<file path="config.mk">
export PLATFORM = sky130hd
export DESIGN_NAME = acc_conv_ctrl
export DESIGN_NICKNAME = d
export VERILOG_FILES = /design/src/acc_pkg.sv /design/src/acc_conv_ctrl.sv /design/src/acc_clk_div.sv
export VERILOG_INCLUDE_DIRS = /design/src
export SDC_FILE = /design/constraint.sdc
export NUM_CORES = 1
export LEC_CHECK = 0
export ABC_AREA = 1
export BUFFER_PORTS_ARGS = -buffer_cell sky130_fd_sc_hd__buf_2
export CAP_MARGIN = 5
export CELL_PAD_IN_SITES_DETAIL_PLACEMENT = 0
export CELL_PAD_IN_SITES_GLOBAL_PLACEMENT = 1
export CORE_MARGIN = 2
export CORE_UTILIZATION = 42
export CTS_BUF_LIST = sky130_fd_sc_hd__clkbuf_2
export DETAILED_ROUTE_END_ITERATION = 10
export PLACE_DENSITY_LB_ADDON = 0.12
export SLEW_MARGIN = 20
export SYNTH_ARGS = -nofsm -noshare
export SYNTH_HDL_FRONTEND = slang
export SYNTH_SLANG_ARGS = --single-unit
</file>
<file path="constraint.sdc">
create_clock -name aclk -period 3.55 [get_ports aclk]
set_clock_uncertainty 0.1 [all_clocks]
set_input_delay 0 -clock aclk [delete_from_list [all_inputs] [get_ports aclk]]
set_output_delay 0 -clock aclk [all_outputs]
set_load 0.005 [all_outputs]
</file>
<file path="src/acc_defs.svh">
`ifndef ACC_DEFS_SVH
`define ACC_DEFS_SVH

// Register byte offsets.
`define ACC_OFF_CTRL0   8'h00
`define ACC_OFF_CTRL1   8'h04
`define ACC_OFF_STATUS  8'h08
`define ACC_OFF_REFCTL  8'h0c

// First control word fields.
`define ACC_C0_ENC      0
`define ACC_C0_SC       1
`define ACC_C0_ON       2
`define ACC_C0_REFERENCE_ON    3

// Second control word fields.
`define ACC_C1_SEQ_LO   0
`define ACC_C1_SEQ_HI   1
`define ACC_C1_SHP      2
`define ACC_C1_SSEL_LO  4
`define ACC_C1_SSEL_HI  5
`define ACC_C1_DIV_LO   8
`define ACC_C1_DIV_HI   10
`define ACC_C1_PDIV     12
`define ACC_C1_REFERENCE_OUTPUT   16

// Status fields.
`define ACC_ST_BUSY     0
`define ACC_ST_TOV      1
`define ACC_ST_ARMED    2
`define ACC_ST_CHAN_LO  8

// Reference control fields.
`define ACC_RC_MSTR     0
`define ACC_RC_ON       1
`define ACC_RC_OUT      2

// Sequence modes.
`define ACC_SEQ_SINGLE  2'b00
`define ACC_SEQ_SEQ     2'b01
`define ACC_SEQ_REP1    2'b10
`define ACC_SEQ_REPSEQ  2'b11

// Clock source codes.
`define ACC_SRC_MODULE_OSCILLATOR  2'h0
`define ACC_SRC_AUX     2'h1
`define ACC_SRC_MAIN    2'h2
`define ACC_SRC_SUBSYS  2'h3

// Predivider ratio when enabled, as count limit.
`define ACC_PDIV_LAST   2'h3

// AXI responses.
`define ACC_RESP_OKAY   2'b00
`define ACC_RESP_SLVERR 2'b10

`endif

</file>
<file path="src/acc_pkg.sv">
package acc_pkg;
  typedef enum logic [1:0] {ST_IDLE, ST_SAMPLE, ST_CONVERT} acc_state_e;
endpackage

</file>
<file path="src/acc_conv_ctrl.sv">
`timescale 1ns/100ps
`default_nettype none
`include "acc_defs.svh"

// Notes on behaviour
// - Single timer mode re-arms only on enable
// - Software start or timer trigger, mode selects
// - Overlapping trigger never stalls later conversions
// - Overlapping trigger sets timing overflow flag
// - Power and enable cycle recovers operation
// - Source code 11 selects subsystem clock
// - Source switch with subsystem off never hangs
// - Divider gives ratios one to eight
// - Four selectable sources feed the divider
// - Master select picks shared reference owner
module acc_conv_ctrl
  import acc_pkg::*;
#(
  parameter int CHANNELS     = 4,
  parameter int SAMPLE_TICKS = 4,
  parameter int CONV_TICKS   = 13,
  parameter int CH_W         = 2
) (
  input  wire logic            aclk,
  input  wire logic            aresetn,
  input  wire logic [7:0]      s_axi_awaddr,
  input  wire logic            s_axi_awvalid,
  output logic                 s_axi_awready,
  input  wire logic [31:0]     s_axi_wdata,
  input  wire logic [3:0]      s_axi_wstrb,
  input  wire logic            s_axi_wvalid,
  output logic                 s_axi_wready,
  output logic [1:0]           s_axi_bresp,
  output logic                 s_axi_bvalid,
  input  wire logic            s_axi_bready,
  input  wire logic [7:0]      s_axi_araddr,
  input  wire logic            s_axi_arvalid,
  output logic                 s_axi_arready,
  output logic [31:0]          s_axi_rdata,
  output logic [1:0]           s_axi_rresp,
  output logic                 s_axi_rvalid,
  input  wire logic            s_axi_rready,
  input  wire logic            module_oscillator,
  input  wire logic            auxiliary_clock,
  input  wire logic            main_clock,
  input  wire logic            subsystem_clock,
  input  wire logic            subsystem_clock_off,
  input  wire logic            timer_trigger,
  input  wire logic            reference_master_select,
  input  wire logic            reference_on,
  input  wire logic            reference_output,
  output logic                 converter_busy,
  output logic                 sample_hold,
  output logic                 conv_done,
  output logic [CH_W-1:0]      conv_channel,
  output logic                 shared_ref_on,
  output logic                 shared_ref_out
);

  localparam int TMR = 5;
  localparam int SOFF = 4;

  // Control and status state.
  logic            enc_reg, enc_next, on_reg, on_next, reference_on_reg, reference_on_next;
  logic [1:0]      seq_reg, seq_next, ssel_reg, ssel_next;
  logic            shp_reg, shp_next, pdiv_reg, pdiv_next, reference_output_reg, reference_output_next;
  logic [2:0]      div_reg, div_next;
  logic            tov_reg, tov_next, armed_reg, armed_next;
  // Pin synchronisers.
  logic [5:0]      s1_reg, s2_reg, s3_reg, stab_reg, stab_next;
  // Conversion engine.
  acc_state_e      st_reg, st_next;
  logic [4:0]      cnt_reg, cnt_next;
  logic [CH_W-1:0] ch_reg, ch_next;
  logic            busy_reg, busy_next, sh_reg, sh_next, done_reg, done_next;
  logic            ron_reg, ron_next, rout_reg, rout_next;
  // Bus slave.
  logic            awh_reg, awh_next, wh_reg, wh_next, bv_reg, bv_next;
  logic            rv_reg, rv_next, awr_reg, awr_next, wr_reg, wr_next, arr_reg, arr_next;
  logic [7:0]      awa_reg, awa_next;
  logic [31:0]     wd_reg, wd_next, rd_reg, rd_next;
  logic [3:0]      ws_reg, ws_next;
  logic [1:0]      br_reg, br_next, rr_reg, rr_next;

  logic [5:0]  pins;
  logic [3:0]  src_edge;
  logic        tmr_edge, src_tick, conv_tick, div_restart;
  logic        do_wr, sw_start, trig, last_ch;
  logic [31:0] wmask, wval;

  assign pins = {timer_trigger, subsystem_clock_off, subsystem_clock, main_clock,
                 auxiliary_clock, module_oscillator};

  // Register view shared by the read path and the byte-lane merge of writes.
  function automatic logic [31:0] rd_word(input logic [7:0] a);
    logic [31:0] v;
    v = 32'h0;
    unique case (a)
      `ACC_OFF_CTRL0: begin
        v[`ACC_C0_ENC]   = enc_reg;
        v[`ACC_C0_ON]    = on_reg;
        v[`ACC_C0_REFERENCE_ON] = reference_on_reg;
      end
      `ACC_OFF_CTRL1: begin
        v[`ACC_C1_SEQ_HI:`ACC_C1_SEQ_LO]   = seq_reg;
        v[`ACC_C1_SHP]                     = shp_reg;
        v[`ACC_C1_SSEL_HI:`ACC_C1_SSEL_LO] = ssel_reg;
        v[`ACC_C1_DIV_HI:`ACC_C1_DIV_LO]   = div_reg;
        v[`ACC_C1_PDIV]                    = pdiv_reg;
        v[`ACC_C1_REFERENCE_OUTPUT]                  = reference_output_reg;
      end
      `ACC_OFF_STATUS: begin
        v[`ACC_ST_BUSY]                        = busy_reg;
        v[`ACC_ST_TOV]                         = tov_reg;
        v[`ACC_ST_ARMED]                       = armed_reg;
        v[`ACC_ST_CHAN_LO+CH_W-1:`ACC_ST_CHAN_LO] = ch_reg;
      end
      default: v = 32'h0;
    endcase
    return v;
  endfunction

  function automatic logic mapped(input logic [7:0] a);
    return (a == `ACC_OFF_CTRL0) || (a == `ACC_OFF_CTRL1) ||
           (a == `ACC_OFF_STATUS) || (a == `ACC_OFF_REFCTL);
  endfunction

  // Divider restarts on any second-control write so a source change never
  // leaves a half-counted period waiting on a stopped clock.
  assign src_tick = src_edge[ssel_reg];
  assign div_restart = do_wr && (awa_reg == `ACC_OFF_CTRL1);

  acc_clk_div u_div (
    .aclk      (aclk),
    .aresetn   (aresetn),
    .src_tick  (src_tick),
    .restart   (div_restart),
    .div_code  (div_reg),
    .pdiv_en   (pdiv_reg),
    .conv_tick (conv_tick)
  );

  // All next-state logic: synchronisers, bus slave, control registers, engine.
  always_comb begin
    // Pins count once the second and third stages agree.
    stab_next = stab_reg;
    for (int i = 0; i < 6; i++) begin
      if (s2_reg[i] == s3_reg[i]) stab_next[i] = s3_reg[i];
    end
    src_edge = stab_next[3:0] & ~stab_reg[3:0];
    src_edge[`ACC_SRC_SUBSYS] = src_edge[`ACC_SRC_SUBSYS] & ~stab_reg[SOFF];
    tmr_edge = stab_next[TMR] & ~stab_reg[TMR];

    // Write channel: address and data are taken in either order.
    awh_next = awh_reg;
    wh_next  = wh_reg;
    awa_next = awa_reg;
    wd_next  = wd_reg;
    ws_next  = ws_reg;
    bv_next  = bv_reg;
    br_next  = br_reg;
    if (s_axi_awvalid && awr_reg) begin
      awh_next = 1'b1;
      awa_next = s_axi_awaddr;
    end
    if (s_axi_wvalid && wr_reg) begin
      wh_next = 1'b1;
      wd_next = s_axi_wdata;
      ws_next = s_axi_wstrb;
    end
    do_wr = awh_reg && wh_reg && !bv_reg;
    if (do_wr) begin
      awh_next = 1'b0;
      wh_next  = 1'b0;
      bv_next  = 1'b1;
      br_next  = mapped(awa_reg) ? `ACC_RESP_OKAY : `ACC_RESP_SLVERR;
    end else if (bv_reg && s_axi_bready) begin
      bv_next = 1'b0;
    end
    awr_next = !awh_next;
    wr_next  = !wh_next;
    wmask = {{8{ws_reg[3]}}, {8{ws_reg[2]}}, {8{ws_reg[1]}}, {8{ws_reg[0]}}};
    wval  = (rd_word(awa_reg) & ~wmask) | (wd_reg & wmask);

    // Read channel: one read at a time, answered the cycle after address.
    rv_next = rv_reg;
    rd_next = rd_reg;
    rr_next = rr_reg;
    if (s_axi_arvalid && arr_reg) begin
      rv_next = 1'b1;
      rd_next = rd_word(s_axi_araddr);
      rr_next = mapped(s_axi_araddr) ? `ACC_RESP_OKAY : `ACC_RESP_SLVERR;
    end else if (rv_reg && s_axi_rready) begin
      rv_next = 1'b0;
    end
    arr_next = !rv_next;

    // Control registers.
    enc_next = enc_reg;
    on_next = on_reg;
    reference_on_next = reference_on_reg;
    seq_next = seq_reg;
    shp_next = shp_reg;
    ssel_next = ssel_reg;
    div_next = div_reg;
    pdiv_next = pdiv_reg;
    reference_output_next = reference_output_reg;
    ron_next = ron_reg;
    rout_next = rout_reg;
    sw_start = 1'b0;
    armed_next = armed_reg;
    tov_next = tov_reg;
    if (do_wr) begin
      unique case (awa_reg)
        `ACC_OFF_CTRL0: begin
          // Only an enable rising edge re-arms a timer capture.
          if (wval[`ACC_C0_ENC] && !enc_reg) armed_next = 1'b1;
          enc_next   = wval[`ACC_C0_ENC];
          on_next    = wval[`ACC_C0_ON];
          reference_on_next = wval[`ACC_C0_REFERENCE_ON];
          sw_start   = wd_reg[`ACC_C0_SC] && ws_reg[0];
        end
        `ACC_OFF_CTRL1: begin
          seq_next    = wval[`ACC_C1_SEQ_HI:`ACC_C1_SEQ_LO];
          shp_next    = wval[`ACC_C1_SHP];
          ssel_next   = wval[`ACC_C1_SSEL_HI:`ACC_C1_SSEL_LO];
          div_next    = wval[`ACC_C1_DIV_HI:`ACC_C1_DIV_LO];
          pdiv_next   = wval[`ACC_C1_PDIV];
          reference_output_next = wval[`ACC_C1_REFERENCE_OUTPUT];
        end
        `ACC_OFF_STATUS: begin
          if (wd_reg[`ACC_ST_TOV] && ws_reg[0]) tov_next = 1'b0;
        end
        default: begin
        end
      endcase
    end
    if (!on_next || !enc_next) armed_next = 1'b0;

    // Trigger: software start, or a timer edge when pulse mode asks for it.
    trig = on_reg && enc_reg &&
           (shp_reg ? (tmr_edge && (armed_reg || seq_reg != `ACC_SEQ_SINGLE))
                    : sw_start);
    // An overlapping trigger only flags; the running sequence goes on.
    if (trig && busy_reg) tov_next = 1'b1;

    // Conversion engine, stepped by the conversion clock enable.
    st_next   = st_reg;
    cnt_next  = cnt_reg;
    ch_next   = ch_reg;
    busy_next = busy_reg;
    sh_next   = sh_reg;
    done_next = 1'b0;
    last_ch   = (ch_reg == CH_W'(CHANNELS - 1));
    unique case (st_reg)
      ST_IDLE: begin
        if (trig) begin
          st_next   = ST_SAMPLE;
          cnt_next  = 5'h0;
          ch_next   = '0;
          busy_next = 1'b1;
          sh_next   = 1'b1;
          if (seq_reg == `ACC_SEQ_SINGLE && shp_reg) armed_next = 1'b0;
        end
      end
      ST_SAMPLE: begin
        if (conv_tick) begin
          if (cnt_reg == 5'(SAMPLE_TICKS - 1)) begin
            st_next  = ST_CONVERT;
            cnt_next = 5'h0;
            sh_next  = 1'b0;
          end else begin
            cnt_next = cnt_reg + 5'h1;
          end
        end
      end
      ST_CONVERT: begin
        if (conv_tick) begin
          if (cnt_reg == 5'(CONV_TICKS - 1)) begin
            done_next = 1'b1;
            cnt_next  = 5'h0;
            st_next   = ST_IDLE;
            busy_next = 1'b0;
            // Later conversions proceed regardless of any overlapping trigger.
            unique case (seq_reg)
              `ACC_SEQ_SEQ: begin
                if (!last_ch) begin
                  st_next   = ST_SAMPLE;
                  ch_next   = ch_reg + CH_W'(1);
                  busy_next = 1'b1;
                  sh_next   = 1'b1;
                end
              end
              `ACC_SEQ_REP1: begin
                if (enc_reg) begin
                  st_next   = ST_SAMPLE;
                  busy_next = 1'b1;
                  sh_next   = 1'b1;
                end
              end
              `ACC_SEQ_REPSEQ: begin
                if (enc_reg || !last_ch) begin
                  st_next   = ST_SAMPLE;
                  ch_next   = last_ch ? '0 : ch_reg + CH_W'(1);
                  busy_next = 1'b1;
                  sh_next   = 1'b1;
                end
              end
              default: begin
              end
            endcase
          end else begin
            cnt_next = cnt_reg + 5'h1;
          end
        end
      end
      default: st_next = ST_IDLE;
    endcase
    // Powering down abandons everything, so the recovery cycle starts clean.
    if (!on_reg) begin
      st_next   = ST_IDLE;
      busy_next = 1'b0;
      sh_next   = 1'b0;
      cnt_next  = 5'h0;
    end
  end

  // All state registers; reset is synchronous.
  always_ff @(posedge aclk) begin
    if (!aresetn) begin
      {s1_reg, s2_reg, s3_reg, stab_reg} <= '0;
      {enc_reg, on_reg, reference_on_reg, shp_reg, pdiv_reg, reference_output_reg} <= '0;
      {seq_reg, ssel_reg, div_reg} <= '0;
      {tov_reg, armed_reg, busy_reg, sh_reg, done_reg, ron_reg, rout_reg} <= '0;
      st_reg  <= ST_IDLE;
      cnt_reg <= 5'h0;
      ch_reg  <= '0;
      {awh_reg, wh_reg, bv_reg, rv_reg} <= '0;
      {awr_reg, wr_reg, arr_reg} <= '0;
      awa_reg <= 8'h0;
      wd_reg  <= 32'h0;
      ws_reg  <= 4'h0;
      rd_reg  <= 32'h0;
      br_reg  <= 2'h0;
      rr_reg  <= 2'h0;
    end else begin
      s1_reg <= pins;
      s2_reg <= s1_reg;
      s3_reg <= s2_reg;
      stab_reg <= stab_next;
      enc_reg <= enc_next;
      on_reg <= on_next;
      reference_on_reg <= reference_on_next;
      shp_reg <= shp_next;
      pdiv_reg <= pdiv_next;
      reference_output_reg <= reference_output_next;
      seq_reg <= seq_next;
      ssel_reg <= ssel_next;
      div_reg <= div_next;
      tov_reg <= tov_next;
      armed_reg <= armed_next;
      busy_reg <= busy_next;
      sh_reg <= sh_next;
      done_reg <= done_next;
      // Reference owner chosen by the master select input.
      ron_reg  <= reference_master_select ? reference_on : reference_on_reg;
      rout_reg <= reference_master_select ? reference_output : reference_output_reg;
      st_reg <= st_next;
      cnt_reg <= cnt_next;
      ch_reg <= ch_next;
      awh_reg <= awh_next;
      wh_reg <= wh_next;
      bv_reg <= bv_next;
      rv_reg <= rv_next;
      awr_reg <= awr_next;
      wr_reg <= wr_next;
      arr_reg <= arr_next;
      awa_reg <= awa_next;
      wd_reg <= wd_next;
      ws_reg <= ws_next;
      rd_reg <= rd_next;
      br_reg <= br_next;
      rr_reg <= rr_next;
    end
  end

  assign s_axi_awready  = awr_reg;
  assign s_axi_wready   = wr_reg;
  assign s_axi_bvalid   = bv_reg;
  assign s_axi_bresp    = br_reg;
  assign s_axi_arready  = arr_reg;
  assign s_axi_rvalid   = rv_reg;
  assign s_axi_rdata    = rd_reg;
  assign s_axi_rresp    = rr_reg;
  assign converter_busy = busy_reg;
  assign sample_hold    = sh_reg;
  assign conv_done      = done_reg;
  assign conv_channel   = ch_reg;
  assign shared_ref_on  = ron_reg;
  assign shared_ref_out = rout_reg;

endmodule // acc_conv_ctrl
`default_nettype wire

</file>
<file path="src/acc_clk_div.sv">
`timescale 1ns/100ps
`default_nettype none
`include "acc_defs.svh"

module acc_clk_div (
  input  wire logic       aclk,
  input  wire logic       aresetn,
  input  wire logic       src_tick,
  input  wire logic       restart,
  input  wire logic [2:0] div_code,
  input  wire logic       pdiv_en,
  output logic            conv_tick
);

  logic [1:0] pre_reg, pre_next;
  logic [2:0] cnt_reg, cnt_next;
  logic       tick_reg, tick_next;
  logic       pre_tick;

  // Predivide then divide by div_code+1; a restart clears both counters so any
  // ratio, odd ones included, starts clean on the new source.
  always_comb begin
    pre_next  = pre_reg;
    cnt_next  = cnt_reg;
    tick_next = 1'b0;
    pre_tick  = 1'b0;
    if (restart) begin
      pre_next = 2'h0;
      cnt_next = 3'h0;
    end else if (src_tick) begin
      if (!pdiv_en || pre_reg == `ACC_PDIV_LAST) begin
        pre_next = 2'h0;
        pre_tick = 1'b1;
      end else begin
        pre_next = pre_reg + 2'h1;
      end
      if (pre_tick) begin
        if (cnt_reg >= div_code) begin
          cnt_next  = 3'h0;
          tick_next = 1'b1;
        end else begin
          cnt_next = cnt_reg + 3'h1;
        end
      end
    end
  end

  always_ff @(posedge aclk) begin
    if (!aresetn) begin
      pre_reg  <= 2'h0;
      cnt_reg  <= 3'h0;
      tick_reg <= 1'b0;
    end else begin
      pre_reg  <= pre_next;
      cnt_reg  <= cnt_next;
      tick_reg <= tick_next;
    end
  end

  assign conv_tick = tick_reg;

endmodule // acc_clk_div
`default_nettype wire

</file>
==> reports/qor.yml <==
status: "finished clean"
num_antenna_cells: 0
place_congestion: 0.789
period_share: 0.967
grt_pass1_wl_mm: 19.0
nets: 885
final_common_cell: "nand2_1"
drt_iter0_drc: 174
min_period_ps: 3430
synth_warnings: 0
dpl.hpwl_mm: 7.65
critical_path.startpoint_type: "input pin"
crit_top_cell: "dlygate4sd3_1"
multi_input_area_sq_mm: 0.00211
grt.total_usage: 0.203
leakage_nw: 2.88
numCtsBuffers: 9
slowest_stage: "dlygate4sd3_1"
cts_sinks: 101
drcViolationCount: 0
yosysUniqueCellTypes: 37
worstReg2RegStart: "s_axi_awready$_SDFF_PN0_"
worstPathMaxFanout: 7
gr-total-overflow: 0
antenna_left: 0
final-seq-area_sq_mm: 0.00202
r2r_cells: 5
end_kind: "flop"
area_growth_pct: 32.6
die_area_sq_mm: 0.0119
htreeDepth: 3
slew_violations: 0
synth-async-reset-ratio: 0
routed_wl_mm: 11.3
ys_ff_latch: 101
core_sq_mm: 0.0108
max_cap_violations: 0
vias: 4406
fmax_mhz: 291
cts_max_path_buffers: 2
layout_common_cells: "nand2_1 (104), dfxtp_1 (101), dlygate4sd3_1 (100)"
final_layout_size_suffix_gt1_frac: 0.144
setup-tns-final_ps: 0
grt_pass1_vias: 4224
hold_viol: 0
cp.required_ps: 4030
clock_latency_ps: 600
holdPathEnd: "s_axi_bvalid$_SDFFE_PN0P_"
rsz0062_at_grt: "false"
r2r_slack_ps: 1350
worst_slew_pin_slew_ps: 948
power.density_mw_per_mm2: 339
syn_avg_cell_area_sq_um: 7.33
antenna_found_initial: 0
finalSetupViolations: 0
fillCellCount: 1043
maxSlewHeadroom: 0.367
hold_ws_ps: 57.0
hold_path.class: "in2reg"
path_class: "in2reg"
worstPathCellList: "dlygate4sd3_1 > buf_2 > nor2_1 > dlygate4sd3_1 > nand2_1 > dlygate4sd3_1 > nor2_2 > dlygate4sd3_1 > nand3_2 > inv_2 > nand2_1 > o211ai_1 > nand2_1 > a21oi_1 > dlygate4sd3_1"
place_area_sq_mm: 0.00503
power.total_mw: 2.09
hold_start: "s_axi_bready"
routed_via_density: 4.66
post_drt_wl_per_cell_um: 12.0
ir_drop_mv: 0.246
syn_inst: 634
whs_path_depth: 5
die_x_um: 109
ys_seq_area_frac: 0.435
r2r-end: "awa_reg[0]$_SDFFE_PN0P_"
rows: 38
cts_tree: "done"
boundaryPins: 116
cts-root-buf: "clkbuf_2"
die_y_um: 109
grt_max_degree: 63
arrival_ps: 3910
synth_area_sq_mm: 0.00465
final_area_sq_mm: 0.00616
initial_core_util: 0.429
cts_resized: 0
synth_edf_count: 0
io_buffers: 70
critical-path-max-stage-delay_ps: 620
synth_ff_type: "dfxtp_1"
clk_pin_slew_ps: 310
dr.pass1.iters: 4
per-stage QoR:
step                std cells  setup WS [ps]   util
floorplan                 656           1880      -
global placement          829           1590  0.464
detailed placement        829           1580  0.464
CTS                       945            189  0.569
global route              945           44.4  0.569
finish                    945            118  0.569
report_power, final:
part	internal, mW	switching [mW]	total (mW)	leakage [nW]
Clock	0.181	0.436	0.617	0.0778
Sequential	1.18	0.0237	1.21	0.824
Combinational	0.143	0.125	0.268	1.98
how the worst max path moves through the flow:
stage	from	to	slack, ps	depth (start not counted)
finish	s_axi_araddr[4]	s_axi_rdata[0]$_SDFFE_PN0P_	120	15
global route	s_axi_araddr[4]	s_axi_rdata[2]$_SDFFE_PN0P_	40	15
CTS	s_axi_araddr[4]	s_axi_rdata[0]$_SDFFE_PN0P_	190	15
detailed placement	st_reg[0]$_SDFFE_PN0P_	cnt_reg[0]$_SDFFE_PN0P_	1580	8
global placement	st_reg[0]$_SDFFE_PN0P_	cnt_reg[0]$_SDFFE_PN0P_	1590	8
floorplan	st_reg[0]$_SDFFE_PN0P_	cnt_reg[0]$_SDFFE_PN0P_	1880	9
synthesized netlist by cell type (2+ instances only):
library cell  count  area share
o21ai_1           2      0.0022
inv_1            89       0.072
dfxtp_1         101        0.43
a211oi_1          3      0.0048
a21oi_1          46       0.050
nor2_1           92       0.074
nor3_1            7      0.0075
o221ai_1          3      0.0057
nand3_1          30       0.032
nor3_2            2      0.0043
nand2_1         104       0.084
inv_2             6      0.0048
nor2_2            7      0.0094
nor2_4            2      0.0048
buf_4            23       0.037
clkbuf_1         14       0.011
nand3b_1          2      0.0032
ha_1             17       0.046
nand4_1           8       0.011
o211ai_1          6      0.0097
o211a_1           3      0.0065
nand2_2           6      0.0081
o21ai_0          47       0.051
routing by layer:
metal / vias up / wire (um) / global-route usage
li1: 2305 / - / -
met1: 2025 / 5240 / 0.253
met2: 68 / 5590 / 0.360
met3: 8 / 390 / 0.0490
met4: 0 / 93 / 0.0389
met5: - / 0 / 0
worst max-delay path: cells and delay by family:
kind | cells | cell delay [ps]
AOI/OAI and AO/OA | 2 | 240
buffers and inverters | 7 | 3120
and+or+nand+nor | 6 | 550
layout make-up:
cell class                      instances  area share
Tap cell                              140      0.0284
Multi-Input combinational cell        421       0.342
Sequential cell                       101       0.328
Clock inverter                          7      0.0148
Inverter                               95      0.0578
Clock buffer                            9     0.00731
Timing Repair Buffer                  172       0.222
repair_timing:
item,CTS,global route
endpoints found under the hold margin,70,0
hold buffers,100,0
setup buffers,0,0
cell families (layout without fill, tap and decap cells):
kind of cell,count (synthesis),count (layout),synth area share
AOI/OAI and AO/OA,115,115,0.137
buffers and inverters,134,283,0.129
DFF,101,101,0.435
adders and majority gates,17,17,0.0457
other,1,23,0.000807
and+or+nand+nor,266,266,0.252
Power figures use the tool's default switching activity.
